===== config.mk =====
export PLATFORM = sky130hd
export DESIGN_NAME = usbeps_core
export DESIGN_NICKNAME = d
export VERILOG_FILES = /design/src/hw/usbeps_pkg.sv /design/src/hw/usbeps_core.sv
export SDC_FILE = /design/constraint.sdc
export NUM_CORES = 1
export LEC_CHECK = 0
export BUFFER_PORTS_ARGS = -buffer_cell sky130_fd_sc_hd__buf_2
export CAP_MARGIN = 5
export CORE_ASPECT_RATIO = 1.2
export CORE_UTILIZATION = 39
export DETAILED_ROUTE_END_ITERATION = 8
export MAX_ROUTING_LAYER = met4
export PLACE_DENSITY = 0.59
export SLEW_MARGIN = 20
export SYNTH_ARGS = -nofsm -noshare
export SYNTH_HDL_FRONTEND = slang
export SYNTH_SLANG_ARGS = --single-unit

===== constraint.sdc =====
create_clock -name i_ref_clk -period 2.2 [get_ports i_ref_clk]
set_clock_uncertainty 0.1 [all_clocks]
set_input_delay 0.22 -clock i_ref_clk [delete_from_list [all_inputs] [get_ports i_ref_clk]]
set_output_delay 0.22 -clock i_ref_clk [all_outputs]
set_load 0.005 [all_outputs]

===== src/hw/usbeps_pkg.sv =====
// constants for the usb endpoint status and control block
package usbeps_pkg;
    localparam int NUM_EP = 3;
    localparam int BUF_BYTES = 8;
    localparam logic [7:0] ADDR_DEV_ADDR = 8'h10;
    localparam logic [7:0] ADDR_CNT0 = 8'h11;
    localparam logic [7:0] ADDR_MODE0 = 8'h12;
    localparam logic [7:0] ADDR_CNT1 = 8'h13;
    localparam logic [7:0] ADDR_MODE1 = 8'h14;
    localparam logic [7:0] ADDR_CNT2 = 8'h15;
    localparam logic [7:0] ADDR_MODE2 = 8'h16;
    localparam logic [7:0] BUF0_BASE = 8'hF8;
    localparam logic [7:0] BUF1_BASE = 8'hF0;
    localparam logic [7:0] BUF2_BASE = 8'hE8;
    localparam logic [7:0] SETUP_LOCK_BASE = 8'hE0;
    localparam int MODE_SETUP_BIT = 7;
    localparam int MODE_IN_BIT = 6;
    localparam int MODE_OUT_BIT = 5;
    localparam int MODE_ACK_BIT = 4;
    localparam int CNT_TOGGLE_BIT = 7;
    localparam int CNT_VALID_BIT = 6;
    localparam int ADDR_EN_BIT = 7;
    localparam logic [7:0] MODE_RESET = 8'h00;
    localparam logic [7:0] CNT_RESET = 8'h00;
    localparam logic [7:0] DEV_ADDR_RESET = 8'h00;
    localparam logic [7:0] DATA_MODE_MASK = 8'h1F;
    localparam logic [7:0] CNT_MASK = 8'hCF;
    localparam logic [3:0] MAX_COUNT = 4'h8;
    typedef enum logic [1:0] {
        USBEPS_TOK_SETUP = 2'h0,
        USBEPS_TOK_IN = 2'h1,
        USBEPS_TOK_OUT = 2'h2
    } usbeps_tok_t;
endpackage


===== src/hw/usbeps_core.sv =====
// endpoint buffers, mode and counter registers with engine-side update port
`timescale 1ns/100ps
module usbeps_core
    import usbeps_pkg::*;
(
    input wire logic i_ref_clk,
    input wire logic i_srst,
    input wire logic i_ce,
    input wire logic i_io_write_op,
    input wire logic i_io_read_op,
    input wire logic [7:0] i_io_addr,
    input wire logic [7:0] i_io_wdata,
    output logic [7:0] o_io_rdata,
    input wire logic i_sie_setup_data,
    input wire logic i_sie_done,
    input wire logic [1:0] i_sie_ep,
    input wire usbeps_pkg::usbeps_tok_t i_sie_tok,
    input wire logic i_sie_ack,
    input wire logic i_sie_valid,
    input wire logic [3:0] i_sie_count,
    input wire logic i_sie_bwr,
    input wire logic [2:0] i_sie_baddr,
    input wire logic [7:0] i_sie_bdata,
    input wire logic [1:0] i_sie_rd_ep,
    input wire logic [2:0] i_sie_rd_addr,
    output logic [7:0] o_sie_rd_data,
    output logic o_addr_enabled,
    output logic [6:0] o_dev_addr,
    output logic [3:0] o_ep_mode [NUM_EP],
    output logic [3:0] o_ep_count [NUM_EP],
    output logic [NUM_EP-1:0] o_ep_toggle,
    output logic [NUM_EP-1:0] o_ep_irq
);
    import usbeps_pkg::*;

    typedef struct packed {
        logic [NUM_EP-1:0][BUF_BYTES-1:0][7:0] buf_mem;
        logic [NUM_EP-1:0][7:0] mode;
        logic [NUM_EP-1:0][7:0] cnt;
        logic [7:0] dev_addr;
        logic lock;
        logic setup_hold;
        logic [NUM_EP-1:0] irq;
        logic [7:0] rdata;
        logic [7:0] sie_rd;
    } usbeps_state_t;

    usbeps_state_t st_r;
    usbeps_state_t st_nxt;

    // buffer base per endpoint, used by io and range checks
    function automatic logic [7:0] buf_base(input int ep);
        case (ep)
            0: buf_base = BUF0_BASE;
            1: buf_base = BUF1_BASE;
            default: buf_base = BUF2_BASE;
        endcase
    endfunction

    function automatic logic in_buf(input logic [7:0] a, input logic [7:0] base);
        in_buf = (a[7:3] == base[7:3]);
    endfunction

    always_comb
    begin
        st_nxt = st_r;
        st_nxt.irq = '0;
        // register and buffer read path
        if (i_io_read_op)
        begin
            case (i_io_addr)
                ADDR_DEV_ADDR: st_nxt.rdata = st_r.dev_addr;
                ADDR_CNT0: st_nxt.rdata = st_r.cnt[0];
                ADDR_CNT1: st_nxt.rdata = st_r.cnt[1];
                ADDR_CNT2: st_nxt.rdata = st_r.cnt[2];
                ADDR_MODE0: st_nxt.rdata = st_r.mode[0];
                ADDR_MODE1: st_nxt.rdata = st_r.mode[1];
                ADDR_MODE2: st_nxt.rdata = st_r.mode[2];
                default:
                begin
                    st_nxt.rdata = 8'h00;
                    for (int e = 0; e < NUM_EP; e++)
                    begin
                        if (in_buf(i_io_addr, buf_base(e)))
                            st_nxt.rdata = st_r.buf_mem[e][i_io_addr[2:0]];
                    end
                end
            endcase
            if (i_io_addr == ADDR_MODE0)
            begin
                st_nxt.lock = 1'b0;
                if (!i_sie_setup_data)
                    st_nxt.setup_hold = 1'b0;
            end
        end
        if (i_io_write_op)
        begin
            case (i_io_addr)
                ADDR_DEV_ADDR: st_nxt.dev_addr = i_io_wdata;
                ADDR_CNT1: st_nxt.cnt[1] = i_io_wdata & CNT_MASK;
                ADDR_CNT2: st_nxt.cnt[2] = i_io_wdata & CNT_MASK;
                ADDR_CNT0: st_nxt.cnt[0] = i_io_wdata & CNT_MASK;
                ADDR_MODE1: st_nxt.mode[1] = i_io_wdata & DATA_MODE_MASK;
                ADDR_MODE2: st_nxt.mode[2] = i_io_wdata & DATA_MODE_MASK;
                ADDR_MODE0:
                begin
                    if (!st_r.lock)
                        st_nxt.mode[0][6:0] = i_io_wdata[6:0];
                    if (!st_r.setup_hold && !i_sie_setup_data)
                        st_nxt.mode[0][MODE_SETUP_BIT] = i_io_wdata[MODE_SETUP_BIT];
                end
                default:
                begin
                    for (int e = 0; e < NUM_EP; e++)
                    begin
                        if (in_buf(i_io_addr, buf_base(e)) &&
                            !(st_r.mode[0][MODE_SETUP_BIT] &&
                              (in_buf(i_io_addr, BUF0_BASE) ||
                               in_buf(i_io_addr, SETUP_LOCK_BASE))))
                            st_nxt.buf_mem[e][i_io_addr[2:0]] = i_io_wdata;
                    end
                end
            endcase
        end
        // engine side; updates override firmware, mode flags are only set, count fields take the engine value whether set or clear on non-IN tokens
        // address enable gate
        if (st_r.dev_addr[ADDR_EN_BIT])
        begin
            if (i_sie_bwr && i_sie_ep < 2'(NUM_EP))
                st_nxt.buf_mem[i_sie_ep][i_sie_baddr] = i_sie_bdata;
            if (i_sie_setup_data)
            begin
                st_nxt.mode[0][MODE_SETUP_BIT] = 1'b1;
                st_nxt.setup_hold = 1'b1;
            end
            if (i_sie_done && i_sie_ep < 2'(NUM_EP))
            begin
                st_nxt.irq[i_sie_ep] = 1'b1;
                if (i_sie_ack)
                    st_nxt.mode[i_sie_ep][MODE_ACK_BIT] = 1'b1;
                if (i_sie_tok != USBEPS_TOK_IN)
                begin
                    st_nxt.cnt[i_sie_ep][CNT_VALID_BIT] = i_sie_valid;
                    st_nxt.cnt[i_sie_ep][3:0] = i_sie_count;
                end
                if (i_sie_ep == 2'd0)
                begin
                    case (i_sie_tok)
                        USBEPS_TOK_SETUP: st_nxt.mode[0][MODE_SETUP_BIT] = 1'b1;
                        USBEPS_TOK_IN: st_nxt.mode[0][MODE_IN_BIT] = 1'b1;
                        USBEPS_TOK_OUT: st_nxt.mode[0][MODE_OUT_BIT] = 1'b1;
                        default: st_nxt.mode[0][MODE_OUT_BIT] = st_r.mode[0][MODE_OUT_BIT];
                    endcase
                    st_nxt.lock = 1'b1;
                end
            end
        end
        st_nxt.sie_rd = st_r.buf_mem[i_sie_rd_ep < 2'(NUM_EP) ? i_sie_rd_ep : 2'd0][i_sie_rd_addr];
    end

    always_ff @(posedge i_ref_clk)
    begin
        if (i_srst)
        begin
            st_r <= '0;
            for (int e = 0; e < NUM_EP; e++)
            begin
                st_r.mode[e] <= MODE_RESET;
                st_r.cnt[e] <= CNT_RESET;
            end
            st_r.dev_addr <= DEV_ADDR_RESET;
        end
        else if (i_ce)
        begin
            st_r <= st_nxt;
        end
    end

    assign o_io_rdata = st_r.rdata;
    assign o_sie_rd_data = st_r.sie_rd;
    assign o_addr_enabled = st_r.dev_addr[ADDR_EN_BIT];
    assign o_dev_addr = st_r.dev_addr[6:0];
    assign o_ep_irq = st_r.irq;

    genvar g;
    generate
        for (g = 0; g < NUM_EP; g++)
        begin : g_ep
            assign o_ep_mode[g] = st_r.mode[g][3:0];
            assign o_ep_count[g] = (st_r.cnt[g][3:0] > MAX_COUNT) ? MAX_COUNT : st_r.cnt[g][3:0];
            assign o_ep_toggle[g] = st_r.cnt[g][CNT_TOGGLE_BIT];
        end
    endgenerate
endmodule


==> results_dict.tcl <==
set metrics [dict create \
    io_buffer_count 103 \
    hold_end "o_dev_addr[4]$_SDFFE_PP0P_" \
    antenna_found_initial 2 \
    nets 1869 \
    min_from "i_io_wdata[4]" \
    fmax_mhz 480 \
    cts_tree "done" \
    clk_latency_ns 0.58 \
    grt_start_max_net_pins 103 \
    first_iter_violations 1696 \
    fin_area_um2 18300 \
    synth.yosys.seq_area_share_pct 34.4 \
    num_vias 15682 \
    netlist_instances 1699 \
    synth-edff-count 0 \
    cts_root_buf "clkbuf_16" \
    status "finished clean" \
    grt_pass1_vias 14606 \
    p_leak_nw 6.57 \
    peakVddDrop_mv 0.634 \
    drt.antenna.violating_nets 0 \
    syn_area_um2 15300 \
    routed_via_density 6.61 \
    fin_ws_ns 0.118 \
    cp.required_ns 2.56 \
    mostFrequentLayoutCells "nor2_1 (277), dfxtp_1 (263), a211oi_1 (217), o22ai_1 (207), buf_4 (167)" \
    placed_area_um2 17100 \
    fp.dieW_um 183 \
    async_flop_share_pct 0 \
    drtPass1Iterations 7 \
    cts_buffer_depth 3 \
    multiInputGateArea_um2 8990 \
    start_kind "input pin" \
    initial_core_util_pct 39.5 \
    yosys_warnings 0 \
    route.detailed.drc 0 \
    rsz0062_at_grt "false" \
    wl_um 65800 \
    gp_congestion 1.03 \
    hold_path_depth 3 \
    syn_to_final_growth_pct 19.4 \
    final_common_cell "nor2_1" \
    synth_ff_type "dfxtp_1" \
    seqCellArea_um2 5270 \
    cts.sinks 263 \
    slew_viol_final 0 \
    die_h_um 219 \
    syn_nets 1749 \
    cp_slowest_cell "or4b_2" \
    dieArea_um2 40000 \
    overflow 0 \
    r2r-end "st_r[180]$_SDFFE_PP0P_" \
    wl_per_cell_um 27.7 \
    fillers 3762 \
    grtUsageTotal_pct 33.1 \
    crit_fanout 5 \
    cts.clk_slew.worst_paths_ns 0.06 \
    r2r_cells 6 \
    critical_path.most_common_cell "buf_4" \
    final_hold_viol_count 0 \
    power_density_nw_per_um2 608 \
    drive_above_1_share_pct 24.8 \
    critPathArrivalTime_ns 2.45 \
    crit_type "input pin to flip-flop" \
    cap_viol_max_count 0 \
    avgSynthCellArea_um2 9.00 \
    hpwl_um 46700 \
    r2r_slack_ns 0.13 \
    ys_ff_latch 263 \
    fin_crit_ns 2.08 \
    tightestPinTransition_ns 0.868 \
    fin_hold_ws_ns 0.0479 \
    slowest_delay_ns 0.63 \
    min_period_over_period_pct 94.7 \
    crit_chain "buf_4, nor4bb_4, buf_4, nand3_2, or4b_2, o21ai_0, a211oi_1, dlygate4sd3_1" \
    grt_first_pass_wirelength_um 96400 \
    endpoint_kind "flip-flop" \
    detailedPlace.worstSlack_ns -0.0411 \
    r2r-start "o_addr_enabled$_SDFFE_PP0P_" \
    setup_viol 0 \
    numCtsBuffers 30 \
    slew-limit-headroom_pct 42.1 \
    hold_class "input pin to flip-flop" \
    cts_max_level 1 \
    fp-row-count 79 \
    synth_cell_type_count 64 \
    io_pins 104 \
    coreArea_um2 38700 \
]
## cell type report
class	count	area share, %
tap	526	3.60
clock inverter	13	0.617
inverter	5	0.103
timing repair buffer	302	12.7
multi-input combinational	1217	49.2
clock buffer	42	4.86
sequential	263	28.8
antenna	3	0.0411
## worst max path at each step
stage / startpoint / end / slack (ns) / cells past startpoint
2_1_floorplan: i_io_addr[2] / st_r[59]$_SDFFE_PP0P_ / 0.16 / 8
3_3_place_gp: i_io_addr[0] / o_io_rdata[0]$_SDFFE_PP0P_ / 0.01 / 8
3_5_place_dp: i_io_addr[0] / o_io_rdata[0]$_SDFFE_PP0P_ / -0.04 / 8
4_1_cts: i_io_addr[1] / st_r[58]$_SDFFE_PP0P_ / 0.11 / 8
5_1_grt: o_addr_enabled$_SDFFE_PP0P_ / st_r[179]$_SDFFE_PP0P_ / 0.006 / 6
6_report: i_io_addr[1] / st_r[58]$_SDFFE_PP0P_ / 0.12 / 8
## synth_stat cells (all sizes together), types with 3 or more instances
master     n  area (um^2)
a2111oi    5         43.8
a211oi   217         1630
a21boi    26          195
a21oi      9         45.0
a222oi     3         30.0
a22o       3         26.3
a311oi     4         35.0
a31oi      5         31.3
and2      10         62.6
and3       8         50.1
and3b     10         87.6
and4b      7         70.1
and4bb     3         37.5
buf       87          568
clkbuf   127          477
dfxtp    263         5270
inv        5         18.8
mux2      13          150
mux2i     72          721
mux4      88         1980
nand2     70          263
nand2b     9         56.3
nand3     66          340
nand4      6         43.8
nor2     277         1040
nor2b     18          113
nor3      12         60.1
nor3b      5         37.5
nor4       4         25.0
o211a      3         30.0
o211ai     3         22.5
o21ai     16         80.1
o221ai     3         26.3
o22ai    207         1290
o31ai      4         30.0
## cells by family (layout without fill, tap and decap cells)
family	count (synthesis)	in the layout	synth area share (%)
buffers and inverters	219	362	6.95
flip-flops	263	263	34.4
AND/OR/NAND/NOR	515	515	15.7
multiplexers	173	173	18.7
AO/OA/AOI/OAI	529	529	24.2
other	0	3	0
## metrics by stage
step | utilization, % | power [mW] | setup TNS, ns | std cells
after floorplan | - | 5.55 | 0 | 1699
after global placement | 44.2 | 6.02 | 0 | 2300
after detailed placement | 44.2 | 6.02 | -0.0743 | 2300
after CTS | 47.1 | 11.1 | 0 | 2368
after global routing | 47.1 | 11.4 | 0 | 2370
final | 47.1 | 11.1 | 0 | 2371
## flip-flops by register name, summed over array words and instances, names as in the netlist, named ones only
name	flops
o_io_rdata	8
o_addr_enabled	1
st_r	215
o_ep_irq	3
o_sie_rd_data	8
o_ep_mode	12
o_dev_addr	7
## power breakdown
| part | switching, mW | internal [mW] |
|---|---|---|
| sequential | 0.0316 | 4.79 |
| clock | 2.20 | 2.93 |
| combinational | 0.771 | 0.384 |
## repair_timing
item | 4_1_cts | 5_1_grt
hold buffers | 13 | 0
hold endpoints to repair | 45 | 0
setup endpoints to repair | 0 | 2
setup buffers | 0 | 0
resized for setup | 0 | 3
## per-layer routing
layer  GRT usage, %  up-vias  wire [um]
met2           52.0      962      30400
met1           40.7     7767      25500
met5              -        -          0
met4           19.2        0       4030
li1               -     6744          -
met3           4.90      209       5880
## critical path, delay by kind of cell
| kind | cells | cell delay, ns |
|---|---|---|
| buffers and inverters | 3 | 0.94 |
| and+or+nand+nor | 3 | 1.08 |
| AOI/OAI and AO/OA | 2 | 0.19 |
No activity file was read; power rests on OpenSTA's default activity.
